### config.mk
export PLATFORM = sky130hd
export DESIGN_NAME = smc_ctrl
export DESIGN_NICKNAME = d
export VERILOG_FILES = /design/src/smc_pkg.sv /design/src/smc_pin_if.sv /design/src/smc_ctrl.sv /design/src/smc_pin_ctl.sv
export VERILOG_INCLUDE_DIRS = /design/src
export SDC_FILE = /design/constraint.sdc
export NUM_CORES = 1
export LEC_CHECK = 0
export BUFFER_PORTS_ARGS = -buffer_cell sky130_fd_sc_hd__buf_2
export CAP_MARGIN = 40
export CORE_MARGIN = 2
export CORE_UTILIZATION = 51
export CTS_BUF_LIST = sky130_fd_sc_hd__clkbuf_4
export DETAILED_ROUTE_END_ITERATION = 7
export GPL_TIMING_DRIVEN = 0
export MAX_ROUTING_LAYER = met4
export PLACE_DENSITY_LB_ADDON = 0.05
export SETUP_SLACK_MARGIN = 0.02
export SYNTH_ARGS = -nofsm -noshare
export SYNTH_HDL_FRONTEND = slang
export SYNTH_SLANG_ARGS = --single-unit
### constraint.sdc
create_clock -name pclk -period 5.7 [get_ports pclk]
set_input_delay 0.57 -clock pclk [delete_from_list [all_inputs] [get_ports pclk]]
set_output_delay 0.57 -clock pclk [all_outputs]
set_load 0.005 [all_outputs]
### src/smc_cfg.svh
// constants for the standby mode control block
// How it works
// - peripheral idle: cpu stops, subset clocked
// - peripheral idle wakes with run-halt timing
// - peripheral idle: all irqs but watchdog, adc
// - oscillator idle: oscillator on, system clock off
// - oscillator idle: clock output pin held high
// - oscillator idle: async sampling, synchronous resume
// - oscillator idle wakes only on nmi, int zero
// - stop halts everything including the oscillator
// - drive-enable bit selects stop pin behaviour
// - stop wakes only on nmi or int zero
// - leaving stop waits programmed warmup count
// - drive-enable 0 floats invalid pins, 1 drives
// - gated pull-up pins: input gate off in stop when drive-enable is 0
// - halt on port address keeps input gate of invalid pins
// - output-shared pin: pull-up follows function data
// - input-shared pin: port register decides pull-up
// - halt sampling on clock output falling edge
// - maskable request below mask keeps halt
`ifndef SMC_CFG_SVH
`define SMC_CFG_SVH

// ----------------------------------------------------------------
// register map
// ----------------------------------------------------------------
`define SMC_ADDR_W 12
`define SMC_ADDR_CTRL 12'h000
`define SMC_ADDR_HALT 12'h004
`define SMC_ADDR_STAT 12'h008
`define SMC_CTRL_MODE_LSB 0
`define SMC_CTRL_DRVE_BIT 2
`define SMC_CTRL_WARM_LSB 3
`define SMC_CTRL_RST 5'h00
`define SMC_HALT_GO_BIT 0

// ----------------------------------------------------------------
// halt mode codes
// ----------------------------------------------------------------
`define SMC_MODE_RUN 2'h0
`define SMC_MODE_STOP 2'h1
`define SMC_MODE_OIDLE 2'h2
`define SMC_MODE_PIDLE 2'h3

// ----------------------------------------------------------------
// sizes, masks, timing
// ----------------------------------------------------------------
`define SMC_NIRQ 8
`define SMC_NPINS 8
`define SMC_LVL_W 3
`define SMC_NMI_LVL 3'h7
`define SMC_PIDLE_CLK_MASK 8'h0F
`define SMC_ALL_CLK_MASK 8'hFF
`define SMC_INVALID_MASK 8'h0F
`define SMC_GATED_MASK 8'h30
`define SMC_WARM_W 12
`define SMC_WARM_CNT0 12'h0FF
`define SMC_WARM_CNT1 12'h1FF
`define SMC_WARM_CNT2 12'h3FF
`define SMC_WARM_CNT3 12'h7FF

`endif

### src/smc_pkg.sv
// types shared by the standby mode control block
`include "smc_cfg.svh"
package smc_pkg;
	// controller states
	typedef enum logic [2:0] {
		SMC_RUN,
		SMC_HALT_RUN,
		SMC_HALT_PIDLE,
		SMC_HALT_OIDLE,
		SMC_HALT_STOP,
		SMC_WARMUP
	} smc_fsm_t;

	typedef logic [`SMC_NPINS-1:0] smc_pins_t;

	// whole state of the top module
	typedef struct packed {
		smc_fsm_t fsm;
		logic [1:0] mode;
		logic drve;
		logic [1:0] warm;
		logic nmi_s1;
		logic nmi_s2;
		logic nmi_prev;
		logic nmi_pend;
		logic ext_wake_irq_zero_s1;
		logic ext_wake_irq_zero_s2;
		logic clk_out;
		logic [`SMC_WARM_W-1:0] warm_cnt;
		logic port_hold;
		logic cpu_run;
		logic sys_clk_en;
		logic [7:0] periph_clk_en;
		logic osc_en;
		logic resume;
		logic take_irq;
		logic [31:0] prdata;
		logic pready;
		logic pslverr;
		smc_pins_t pad_oe;
		smc_pins_t pad_ie;
		smc_pins_t pad_pu;
	} smc_state_t;
endpackage

### src/smc_pin_if.sv
// carrier between the controller and the pin stop-state logic
`timescale 1ns/1ps
interface smc_pin_if;
	import smc_pkg::*;
	logic stop; // stop mode is active
	logic drve; // drive-enable bit
	logic port_hold; // halted while addressing a port register
	smc_pins_t dir; // 1 = output mode
	smc_pins_t pu_reg; // port register pull-up bits
	smc_pins_t fn_out_sel; // pin carries an output function
	smc_pins_t fn_out_data; // output function data
	smc_pins_t oe; // computed output enable
	smc_pins_t ie; // computed input gate enable
	smc_pins_t pu; // computed pull-up enable
	modport ctl (output stop, drve, port_hold, dir, pu_reg, fn_out_sel, fn_out_data,
		input oe, ie, pu);
	modport pins (input stop, drve, port_hold, dir, pu_reg, fn_out_sel, fn_out_data,
		output oe, ie, pu);
endinterface // smc_pin_if

### src/smc_ctrl.sv
// standby mode controller: halt entry, wake sources, warmup, apb registers
`timescale 1ns/1ps
`include "smc_cfg.svh"
module smc_ctrl (
	// clock, reset and apb register port
	input wire logic pclk,
	input wire logic presetn,
	input wire logic psel,
	input wire logic penable,
	input wire logic pwrite,
	input wire logic [`SMC_ADDR_W-1:0] paddr,
	input wire logic [31:0] pwdata,
	output logic [31:0] prdata,
	output logic pready,
	output logic pslverr,
	// cpu and interrupt side, same clock
	input wire logic halt_exec,
	input wire logic halt_on_port,
	input wire logic [`SMC_NIRQ-1:0] irq_req,
	input wire logic [`SMC_NIRQ*`SMC_LVL_W-1:0] irq_lvl,
	input wire logic [`SMC_LVL_W-1:0] int_mask,
	input wire logic watchdog_irq,
	input wire logic adc_done_irq,
	// wake pins, asynchronous to pclk
	input wire logic nmi_pin_n,
	input wire logic ext_wake_irq_zero,
	// port settings from the port registers
	input wire smc_pkg::smc_pins_t port_dir,
	input wire smc_pkg::smc_pins_t port_pullup,
	input wire smc_pkg::smc_pins_t fn_out_sel,
	input wire smc_pkg::smc_pins_t fn_out_data,
	// clock and run controls
	output logic cpu_run,
	output logic sys_clk_en,
	output logic [7:0] periph_clk_en,
	output logic osc_en,
	output logic clk_out,
	output logic resume,
	output logic take_irq,
	// pad controls
	output smc_pkg::smc_pins_t pad_oe,
	output smc_pkg::smc_pins_t pad_ie,
	output smc_pkg::smc_pins_t pad_pu
);
	import smc_pkg::*;

	// ----------------------------------------------------------------
	// state and next state
	// ----------------------------------------------------------------
	smc_state_t s_q; // all registered state
	smc_state_t s_d; // next state

	// carrier to the pin block
	smc_pin_if pif ();

	// pin block sees registered stop, drve and port_hold; port settings pass straight in
	assign pif.stop = (s_q.fsm == SMC_HALT_STOP);
	assign pif.drve = s_q.drve;
	assign pif.port_hold = s_q.port_hold;
	assign pif.dir = port_dir;
	assign pif.pu_reg = port_pullup;
	assign pif.fn_out_sel = fn_out_sel;
	assign pif.fn_out_data = fn_out_data;

	smc_pin_ctl u_pins (
		.p(pif.pins)
	);

	// ----------------------------------------------------------------
	// maskable request qualification
	// ----------------------------------------------------------------
	// levels compare unsigned; a mask of zero lets every level in
	logic [`SMC_NIRQ-1:0] irq_ok; // request at or above the mask
	genvar g;
	generate
		for (g = 0; g < `SMC_NIRQ; g++) begin : g_irq
			assign irq_ok[g] = irq_req[g]
				&& (irq_lvl[g*`SMC_LVL_W +: `SMC_LVL_W] >= int_mask);
		end
	endgenerate

	// ----------------------------------------------------------------
	// apb decode
	// ----------------------------------------------------------------
	logic acc; // access phase completes this edge
	logic wr_ctrl; // ctrl register write
	logic wr_halt; // halt command write
	logic hit; // setup address is mapped
	assign acc = psel && penable && s_q.pready;
	assign wr_ctrl = acc && pwrite && (paddr == `SMC_ADDR_CTRL);
	assign wr_halt = acc && pwrite && (paddr == `SMC_ADDR_HALT);
	// hit is judged on the address held through setup and access
	// zero wait state: pready rises in the first access cycle
	assign hit = (paddr == `SMC_ADDR_CTRL) || (paddr == `SMC_ADDR_HALT)
		|| (paddr == `SMC_ADDR_STAT);

	// ----------------------------------------------------------------
	// next-state logic
	// ----------------------------------------------------------------
	always_comb begin
		logic nmi_edge; // falling edge on nmi pin
		logic ext_wake_irq_zero_lvl; // int zero request
		logic wake_any; // wake for run or peripheral idle
		logic wake_ext; // wake from nmi or int zero
		logic fall; // clock output falls this edge
		logic go; // halt instruction executes
		logic ext_wake_irq_zero_only; // int zero below the mask
		nmi_edge = 1'b0;
		ext_wake_irq_zero_lvl = 1'b0;
		wake_any = 1'b0;
		wake_ext = 1'b0;
		fall = 1'b0;
		go = 1'b0;
		ext_wake_irq_zero_only = 1'b0;
		s_d = s_q;

		// pins pass two flip-flops before use
		// nmi_prev adds one more stage for the edge
		s_d.nmi_s1 = !nmi_pin_n;
		s_d.nmi_s2 = s_q.nmi_s1;
		s_d.nmi_prev = s_q.nmi_s2;
		s_d.ext_wake_irq_zero_s1 = ext_wake_irq_zero;
		s_d.ext_wake_irq_zero_s2 = s_q.ext_wake_irq_zero_s1;
		nmi_edge = s_q.nmi_s2 && !s_q.nmi_prev;
		ext_wake_irq_zero_lvl = s_q.ext_wake_irq_zero_s2;

		// the pending flag is not cleared by halt entry, so an edge
		// taken just before a halt releases it at once
		// nmi edge latched; a new edge wins over the clear
		if (s_q.resume) begin
			s_d.nmi_pend = 1'b0;
		end
		if (nmi_edge) begin
			s_d.nmi_pend = 1'b1;
		end

		wake_ext = s_q.nmi_pend || ext_wake_irq_zero_lvl;
		wake_any = wake_ext || (|irq_ok);
		// int zero alone under a nonzero mask releases without
		// interrupt processing; its request stays pending
		ext_wake_irq_zero_only = ext_wake_irq_zero_lvl && !s_q.nmi_pend && !(|irq_ok)
			&& (int_mask != 3'h0);

		// clock output runs at half pclk while the system clock runs
		// a run halt or peripheral idle release is taken only where clk_out is about to fall
		fall = s_q.clk_out;
		s_d.resume = 1'b0;
		s_d.take_irq = s_q.take_irq;

		// apb register slave, zero wait states
		// read data is latched at setup so it stands through access
		s_d.pready = psel && !penable;
		s_d.pslverr = psel && !penable && !hit;
		s_d.prdata = 32'h0000_0000;
		if (psel && !penable && !pwrite) begin
			case (paddr)
				`SMC_ADDR_CTRL: begin
					s_d.prdata[4:0] = {s_q.warm, s_q.drve, s_q.mode};
				end
				`SMC_ADDR_STAT: begin
					s_d.prdata[2:0] = s_q.fsm;
					s_d.prdata[3] = s_q.take_irq;
					s_d.prdata[4] = s_q.port_hold;
					s_d.prdata[5] = s_q.nmi_pend;
					s_d.prdata[6] = ext_wake_irq_zero_lvl;
				end
				default: begin
					s_d.prdata = 32'h0000_0000;
				end
			endcase
		end
		// bits above the warmup field are ignored
		if (wr_ctrl) begin
			s_d.mode = pwdata[`SMC_CTRL_MODE_LSB +: 2];
			s_d.drve = pwdata[`SMC_CTRL_DRVE_BIT];
			s_d.warm = pwdata[`SMC_CTRL_WARM_LSB +: 2];
		end
		// a halt write and the halt instruction are treated alike
		go = halt_exec || (wr_halt && pwdata[`SMC_HALT_GO_BIT]);

		case (s_q.fsm)
			SMC_RUN: begin
				s_d.clk_out = !s_q.clk_out;
				if (go) begin
					// enter the preselected mode
					// port_hold decides whether invalid pins keep their gate
					s_d.port_hold = halt_on_port;
					// the cpu stops on the same edge that takes the halt
					s_d.cpu_run = 1'b0;
					// mode encodings follow the control register field
					case (s_q.mode)
						`SMC_MODE_PIDLE: begin
							// only a subset keeps its clock
							// upper peripherals lose their clock until release
							s_d.fsm = SMC_HALT_PIDLE;
							s_d.periph_clk_en = `SMC_PIDLE_CLK_MASK;
						end
						`SMC_MODE_OIDLE: begin
							s_d.fsm = SMC_HALT_OIDLE;
							s_d.sys_clk_en = 1'b0;
							s_d.periph_clk_en = 8'h00;
							s_d.clk_out = 1'b1;
						end
						`SMC_MODE_STOP: begin
							s_d.fsm = SMC_HALT_STOP;
							s_d.sys_clk_en = 1'b0;
							s_d.periph_clk_en = 8'h00;
							s_d.osc_en = 1'b0;
							s_d.clk_out = 1'b1;
						end
						default: begin
							s_d.fsm = SMC_HALT_RUN;
						end
					endcase
				end
			end
			SMC_HALT_RUN,
			SMC_HALT_PIDLE: begin
				s_d.clk_out = !s_q.clk_out;
				// same release timing as run halt
				if (fall && wake_any) begin
					s_d.fsm = SMC_RUN;
					s_d.cpu_run = 1'b1;
					s_d.periph_clk_en = `SMC_ALL_CLK_MASK;
					s_d.resume = 1'b1;
					s_d.take_irq = !ext_wake_irq_zero_only;
					s_d.port_hold = 1'b0;
				end else if (s_q.fsm == SMC_HALT_RUN && fall && watchdog_irq
					&& !wake_ext) begin
					// watchdog may still end a run-mode halt
					s_d.fsm = SMC_RUN;
					s_d.cpu_run = 1'b1;
					s_d.resume = 1'b1;
					s_d.take_irq = 1'b1;
					s_d.port_hold = 1'b0;
				end else if (s_q.fsm == SMC_HALT_RUN && fall && adc_done_irq) begin
					// adc completion also ends only the run-mode halt
					s_d.fsm = SMC_RUN;
					s_d.cpu_run = 1'b1;
					s_d.resume = 1'b1;
					s_d.take_irq = 1'b1;
					s_d.port_hold = 1'b0;
				end
			end
			SMC_HALT_OIDLE: begin
				s_d.clk_out = 1'b1;
				// pin seen asynchronously, resume on pclk
				// only nmi or int zero release
				// peripherals are unclocked, so maskable requests are ignored
				if (wake_ext) begin
					s_d.fsm = SMC_RUN;
					s_d.cpu_run = 1'b1;
					s_d.sys_clk_en = 1'b1;
					s_d.periph_clk_en = `SMC_ALL_CLK_MASK;
					s_d.resume = 1'b1;
					s_d.take_irq = !ext_wake_irq_zero_only;
					s_d.port_hold = 1'b0;
				end
			end
			SMC_HALT_STOP: begin
				s_d.clk_out = 1'b1;
				// only nmi or int zero release
				if (wake_ext) begin
					// restart oscillator, count warmup
					// the system clock stays off until the count ends
					s_d.fsm = SMC_WARMUP;
					s_d.osc_en = 1'b1;
					s_d.take_irq = !ext_wake_irq_zero_only;
					case (s_q.warm)
						2'h0: s_d.warm_cnt = `SMC_WARM_CNT0;
						2'h1: s_d.warm_cnt = `SMC_WARM_CNT1;
						2'h2: s_d.warm_cnt = `SMC_WARM_CNT2;
						default: s_d.warm_cnt = `SMC_WARM_CNT3;
					endcase
				end
			end
			SMC_WARMUP: begin
				// clock withheld until count ends
				// the loaded value is counted down to zero: N+1 cycles
				s_d.clk_out = 1'b1;
				if (s_q.warm_cnt == '0) begin
					s_d.fsm = SMC_RUN;
					s_d.cpu_run = 1'b1;
					s_d.sys_clk_en = 1'b1;
					s_d.periph_clk_en = `SMC_ALL_CLK_MASK;
					s_d.resume = 1'b1;
					s_d.port_hold = 1'b0;
				end else begin
					s_d.warm_cnt = s_q.warm_cnt - 1'b1;
				end
			end
			default: begin
				// unused encodings fall back to run
				s_d.fsm = SMC_RUN;
			end
		endcase

		// pad controls registered from the pin block
		// one cycle late, so stop pad states lag the state by a cycle
		s_d.pad_oe = pif.oe;
		s_d.pad_ie = pif.ie;
		s_d.pad_pu = pif.pu;
	end

	// ----------------------------------------------------------------
	// state register
	// ----------------------------------------------------------------
	// reset brings the part up running with every clock on
	// and every input gate open
	always_ff @(posedge pclk or negedge presetn) begin
		if (!presetn) begin
			s_q <= '0;
			s_q.fsm <= SMC_RUN;
			s_q.cpu_run <= 1'b1;
			s_q.sys_clk_en <= 1'b1;
			s_q.periph_clk_en <= `SMC_ALL_CLK_MASK;
			s_q.osc_en <= 1'b1;
			s_q.pad_ie <= '1;
		end else begin
			s_q <= s_d;
		end
	end

	// ----------------------------------------------------------------
	// outputs straight from flops
	// ----------------------------------------------------------------
	// nothing combinational reaches a pin of this block
	assign prdata = s_q.prdata;
	assign pready = s_q.pready;
	assign pslverr = s_q.pslverr;
	assign cpu_run = s_q.cpu_run;
	assign sys_clk_en = s_q.sys_clk_en;
	assign periph_clk_en = s_q.periph_clk_en;
	assign osc_en = s_q.osc_en;
	assign clk_out = s_q.clk_out;
	assign resume = s_q.resume;
	assign take_irq = s_q.take_irq;
	assign pad_oe = s_q.pad_oe;
	assign pad_ie = s_q.pad_ie;
	assign pad_pu = s_q.pad_pu;
endmodule // smc_ctrl

### src/smc_pin_ctl.sv
// per-pin drive, input gate and pull-up selection in and out of stop
`timescale 1ns/1ps
`include "smc_cfg.svh"
module smc_pin_ctl (
	smc_pin_if.pins p
);
	import smc_pkg::*;

	// ----------------------------------------------------------------
	// one slice per pin
	// ----------------------------------------------------------------
	genvar i;
	generate
		for (i = 0; i < `SMC_NPINS; i++) begin : g_pin
			localparam smc_pins_t INV = `SMC_INVALID_MASK;
			localparam smc_pins_t GAT = `SMC_GATED_MASK;
			logic float_it; // pin released in stop
			always_comb begin
				// invalid pins float when drive off
				float_it = p.stop && !p.drve && INV[i];
				p.oe[i] = p.dir[i] && !float_it;
				if (float_it) begin
					p.ie[i] = p.port_hold;
				end else if (p.stop && !p.drve && GAT[i]) begin
					p.ie[i] = 1'b0;
				end else begin
					p.ie[i] = 1'b1;
				end
				if (p.fn_out_sel[i]) begin
					p.pu[i] = p.fn_out_data[i];
				end else begin
					p.pu[i] = p.pu_reg[i];
				end
				// no pull-up fighting a driven pin that carries no output function
				if (p.oe[i] && !p.fn_out_sel[i]) begin
					p.pu[i] = 1'b0;
				end
			end
		end
	endgenerate
endmodule // smc_pin_ctl

# [Word level (Yosys, flattened, before mapping)]
# Cells that the tools add are included.
[classes] n_addsub=1 magnitude_cmp=8 n_eq_ne=22 n_mux=62 reduce_logical=87
[op_table] cell="logical AND 1 bit" n=39
[op_table] cell="2-to-1 mux 12 bit" n=3
[op_table] cell="case mux 11 bit (3 select lines)" n=1
[op_table] cell="case mux 8 bit (4 select lines)" n=1
[op_table] cell="2-to-1 mux 1 bit" n=27
[op_table] cell="greater-or-equal comparator 3 bit" n=8
[op_table] cell="zero test 12 bit" n=2
[op_table] cell="case mux 12 bit (2 select lines)" n=1
[op_table] cell="2-to-1 mux 11 bit" n=2
[op_table] cell="2-to-1 mux 3 bit" n=7
[op_table] cell="zero test 1 bit" n=20
[op_table] cell="2-to-1 mux 2 bit" n=8
[op_table] cell="case mux 8 bit (2 select lines)" n=1
[op_table] cell="case mux 3 bit (5 select lines)" n=1
[op_table] cell="AND reduction 5 bit" n=3
[op_table] cell="!= test 2 bit, second input constant" n=7
[op_table] cell="equality test 12 x 3 -> 1 bit, second input constant" n=1
[op_table] cell="equality test 12 x 4 -> 1 bit, second input constant" n=1
[op_table] cell="case mux 1 bit (3 select lines)" n=4
[op_table] cell="nonzero test 3 bit" n=4
[op_table] cell="subtractor 12 x 1 -> 12 bit, second input constant" n=1
[op_table] cell="case mux 5 bit (2 select lines)" n=1
[op_table] cell="case mux 3 bit (3 select lines)" n=1
[op_table] cell="2-to-1 mux 8 bit" n=1
[op_table] cell="22 further kinds" n=35
[totals] regBits=96 in_bits=122 out_inout_bits=72 elab_cells=205

# [Logic depth before layout (Yosys ltp)]
[depth] ltp_word=9 mapped_depth=9 mapped_depth_nobuf=9

# [By module]
# Synthesis repeated with hierarchy kept, for this count alone.
[unflattened] hier_cells=451 hier_area_um2=4311.6
[by_module_without_submodules] mod="smc_ctrl" instances=1 cells_each=409 area_each_um2=4031.4 seq_area_each_um2=1717.9
[by_module_without_submodules] mod="smc_pin_ctl" instances=1 cells_each=42 area_each_um2=280.3 seq_area_each_um2=0.0

# [Worst setup path after synthesis]
# No wires, ideal clock.
[synth_timing] path_type="in2reg" from="input port irq_lvl[9]" to="register, netlist name periph_clk_en[3]" setup_ps=85 arrival_time_ps=2426 required_time_ps=5615 slack_ps=3190 stages=9 n_path_buf=0 path_cell_list="inv_1 ha_1 nand2b_1 a211oi_1 o22ai_1 nor4_2 a21oi_1 o211ai_2 mux2_1"
[synth_between] elab_chain_cells=7
[synth_rtl] item="from (decl)" line_no="smc_ctrl.sv:20" source="input wire logic [`SMC_NIRQ*`SMC_LVL_W-1:0] irq_lvl,"
[synth_rtl] item="greater-or-equal comparator 3 bit" line_no="smc_ctrl.sv:78" source="&& (irq_lvl[g*`SMC_LVL_W +: `SMC_LVL_W] >= int_mask);"
[synth_rtl] item="logical AND 1 bit" line_no="smc_ctrl.sv:77" source="assign irq_ok[g] = irq_req[g]"
[synth_rtl] item="OR reduction 8 bit" line_no="smc_ctrl.sv:138" source="wake_any = wake_ext || (|irq_ok);"
[synth_rtl] item="logical OR 1 bit" line_no="smc_ctrl.sv:138"
[synth_rtl] item="logical AND 1 bit" line_no="smc_ctrl.sv:221" source="if (fall && wake_any) begin"
[synth_rtl] item="!= test 2 bit (no source line)"
[synth_rtl] item="AND reduction 6 bit (no source line)"
# No other way between the ends.
# A chain may end at the register's enable or synchronous reset.

# [Final worst setup path]
[layout_timing] from="input port int_mask[0]" to="register s_q, in the netlist pif.port_hold"
[layout_between] elab_chain_cells=7 word_cells_on_any_way=23 classes_between="order compare: 8; eq/ne: 1; mux: 2; reduce/logical: 12"
[layout_rtl] item="from (decl)" line_no="smc_ctrl.sv:21" source="input wire logic [`SMC_LVL_W-1:0] int_mask,"
[layout_rtl] item="greater-or-equal comparator 3 bit" line_no="smc_ctrl.sv:78"
[layout_rtl] item="logical AND 1 bit" line_no="smc_ctrl.sv:77"
[layout_rtl] item="OR reduction 8 bit *" line_no="smc_ctrl.sv:138"
[layout_rtl] item="logical OR 1 bit *" line_no="smc_ctrl.sv:138"
[layout_rtl] item="logical AND 1 bit *" line_no="smc_ctrl.sv:221"
[layout_rtl] item="!= test 4 bit (no source line) / 2-to-1 mux 2 bit (equally long branches)"
[layout_rtl] item="AND reduction 5 bit (no source line) / case mux 2 bit (4 select lines) (equally long branches)"
[layout_rtl] item="to (decl)" line_no="smc_ctrl.sv:50" source="smc_state_t s_q;"
# Every way passes the cells marked *; elsewhere a longest branch is shown, timed or not.

==> results.md <==
- Status: finished clean
- Setup-failing EPs final: 0
- Wire per inst: 12.2 microns
- Filler cell count: 635
- Reg2Reg Launch Point: s_q[72]$_DFFE_PN0P_
- Postcts setup bufs: 0
- DP HPWL: 6640 microns
- Synth async-reset ratio: 100%
- DIE AREA: 0.00826 sq mm
- RR Endpoint: s_q[79]$_DFFE_PN0P_
- Drt drc: 0
- Row Count: 31
- Adder-Cell Fraction of Synth Area: 9.75%
- Max-cap violations: 0
- CTS tree: yes
- Clk buf depth: 2
- Actual transition at the worst max-transition pin: 0.895 ns
- WL final: 8420 microns
- Unrepaired setup endpoints after global routing: false
- Largest fanout on the critical path: 9
- Startpoint class of the critical path: input pin
- Largest family of logic cells by synthesized area: simple AND/OR/NAND/NOR gates
- Compound-Gate Fraction of Synth Area: 13.9%
- Vias per Instance: 4.94
- IO buf count: 139
- Finished Layout Cells: 692
- Htree depth: 3
- Relative slew slack: 40.2%
- Resized Gates After CTS: 0
- Fraction of layout cells with a size suffix above 1: 41.3%
- Number of DRC markers in iteration 0: 103
- Cell Area, Synth: 0.00385 sq mm
- Final Hold Viols: 0
- Via count: 3420
- Final hold slack: 0.169 ns
- Critical path endpoint category: flop
- Cell Count Post-Placement: 676
- CP Class: input pin to flop
- Clk root buf: clkbuf_4
- Final nets: 740
- Total Neg Setup Slack: 0 ns
- Initial Util: 52.8%
- Final Power: 1.19 mW
- Diode count: 0
- First-pass GRT wire length: 14000 microns
- Fmax: 0.391 GHz
- Post-Syn Instances: 411
- Primary FF master, synth: dfrtp_1
- Peak VDD IR: 0.122 mV
- Tmin final: 2.56 ns
- Pins over their slew limit: 0
- Reg2reg setup slack: 3.32 ns
- Gpl congestion: 0.909
- Post-synthesis cell type count: 53
- Final period util: 44.9%
- Routed Antenna Nets: 0
- 1st-pass router iterations: 4
- Seq/Total Area, Yosys: 40.5%
- Pwr dens: 242 mW/mm^2
- Total gr overflow: 0
- Post-synthesis simple-gate area fraction: 17.3%
- Sequential Area: 0.00156 sq mm
- Area grow syn2layout: 28.2%
- Die height: 90.9 microns
- TritonCTS Buffers: 9
- Core ar.: 0.00729 sq mm
- Leakage: 2.63 nW
- Clock Sinks: 62
- CTS hold repair buffers: 0
- Area of the multi-input gates: 0.00180 sq mm
- EDFF count, synth: 0
- FF+latch count, synth: 62
- Antenna violations before repair: 0
- Mux cell area share after synthesis: 2.01%
- I/O pins: 194
- All-Layer GR Usage: 21.5%
- Number of global-route vias before repair: 3171
- Worst reg2reg path depth: 8
- Post-Place Setup Slack: 2.67 ns
- Final Skew: 0.0163 ns
- Hold WC Path Type: input pin to async pin
- Clk slew on worst S/H paths: 0.12 ns
- Setup WS post-layout: 3.14 ns
- YS warnings: 0
- CP required: 6.05 ns
- Largest net degree at the start of global routing: 35
- Syn Area/Cell: 9.37 sq um
- Die X: 90.9 microns
- Synth Area in XOR/XNOR: 1.14%
- Worst skew pair latency: 0.41 ns
- Crit path arrival time: 2.91 ns
## metal layers
layer / GRT usage (%) / routed length [microns] / vias to the layer above
li1: - / - / 1701
met1: 26.2 / 3600 / 1557
met5: - / 0 / -
met4: 9.09 / 131 / 0
met2: 35.1 / 4060 / 153
met3: 4.01 / 634 / 9
## metrics by stage
stage / cell area (sq um) / utilization, %
final: 4930 / 67.7
after detailed placement: 4790 / 65.8
after global routing: 4930 / 67.7
after global placement: 4760 / 65.3
after CTS: 4930 / 67.7
after floorplan: 3940 / -
## placed cells by master (no fill, tap or decap), types with 3 or more instances in the layout
cell type,instances
nand2_1,29
clkbuf_4,9
mux2_2,4
buf_4,64
clkbuf_1,3
nor4_1,3
ha_1,30
and3_1,4
a21oi_1,19
inv_1,21
o22ai_1,7
dfrtp_1,55
nand2b_1,23
a22oi_1,6
xnor2_1,3
nor3_1,14
conb_1,27
a211oi_1,8
o21ai_0,28
nand3_1,9
dfstp_2,7
or2_2,3
and2_1,5
buf_2,140
nor2_1,27
## synth_stat cells (2+ instances only)
master | n | area [sq um]
clkbuf_1 | 3 | 11.3
nand2b_1 | 23 | 144
nor2_1 | 27 | 101
o31ai_1 | 2 | 15.0
nand4_1 | 2 | 12.5
conb_1 | 2 | 7.51
nor3_1 | 14 | 70.1
nand2_1 | 29 | 109
mux2_1 | 2 | 22.5
o311ai_0 | 2 | 17.5
buf_1 | 2 | 7.51
buf_4 | 64 | 480
and2_1 | 5 | 31.3
xnor2_1 | 3 | 26.3
a31oi_1 | 2 | 12.5
xor2_1 | 2 | 17.5
nor4_1 | 3 | 18.8
a22oi_1 | 6 | 45.0
o22ai_1 | 7 | 43.8
or2_2 | 3 | 18.8
a21oi_1 | 19 | 95.1
o21ai_0 | 28 | 140
a211oi_1 | 8 | 60.1
and3_1 | 4 | 25.0
mux2_2 | 4 | 45.0
nand3_1 | 9 | 45.0
ha_1 | 30 | 375
inv_1 | 21 | 78.8
dfrtp_1 | 55 | 1380
dfstp_2 | 7 | 184
## state kept, by name, indices dropped and copies added (netlist names), 2 cells and up
| signal | count |
|---|---|
| pad_ie | 2 |
| pad_oe | 8 |
| pad_pu | 8 |
| periph_clk_en | 2 |
| prdata | 7 |
| s_d | 3 |
| s_q | 22 |
## worst max path at each step
stage / slack (ns) / endpoint / startpoint / depth (start not counted)
2_1_floorplan: 3.19 / periph_clk_en[3]$_DFFE_PN1P_ / irq_lvl[9] / 9
3_3_place_gp: 2.70 / pif.port_hold$_DFFE_PN0P_ / int_mask[1] / 9
3_5_place_dp: 2.67 / pif.port_hold$_DFFE_PN0P_ / int_mask[0] / 9
4_1_cts: 3.14 / pif.port_hold$_DFFE_PN0P_ / int_mask[0] / 9
5_1_grt: 3.00 / cpu_run$_DFFE_PN1P_ / int_mask[0] / 9
6_report: 3.14 / pif.port_hold$_DFFE_PN0P_ / int_mask[0] / 9
## area by class of cell
class	count	area share, %
multi-input combinational	282	36.4
sequential	62	31.6
timing repair buffer	141	14.7
buffer	70	10.2
tap	99	2.51
inverter	22	1.67
clock inverter	7	1.47
clock buffer	9	1.37
## critical path: stages
cell	delay [ns]
buf_2	0.19
ha_1	0.25
nand2b_1	0.14
a211oi_1	0.24
o22ai_1	0.15
nor4_2	0.61
a21oi_1	0.28
o21ai_0	0.31
a22o_1	0.16
## cells by family (layout without fill, tap and decap cells)
kind of cell	count (synthesis)	after routing
mux	7	7
flops	62	62
compound gates	85	85
other cells	2	27
fa+ha+maj	30	30
buf+inv	92	249
xor+xnor	5	5
simple gates	128	128
## report_power, final
part | switching [mW] | leakage [nW] | internal (mW) | total [mW]
clock | 0.168 | 0.0727 | 0.135 | 0.303
combinational | 0.195 | 1.78 | 0.181 | 0.377
sequential | 0.0288 | 0.775 | 0.486 | 0.514
Note: power is estimated with default switching activity, not from simulation.
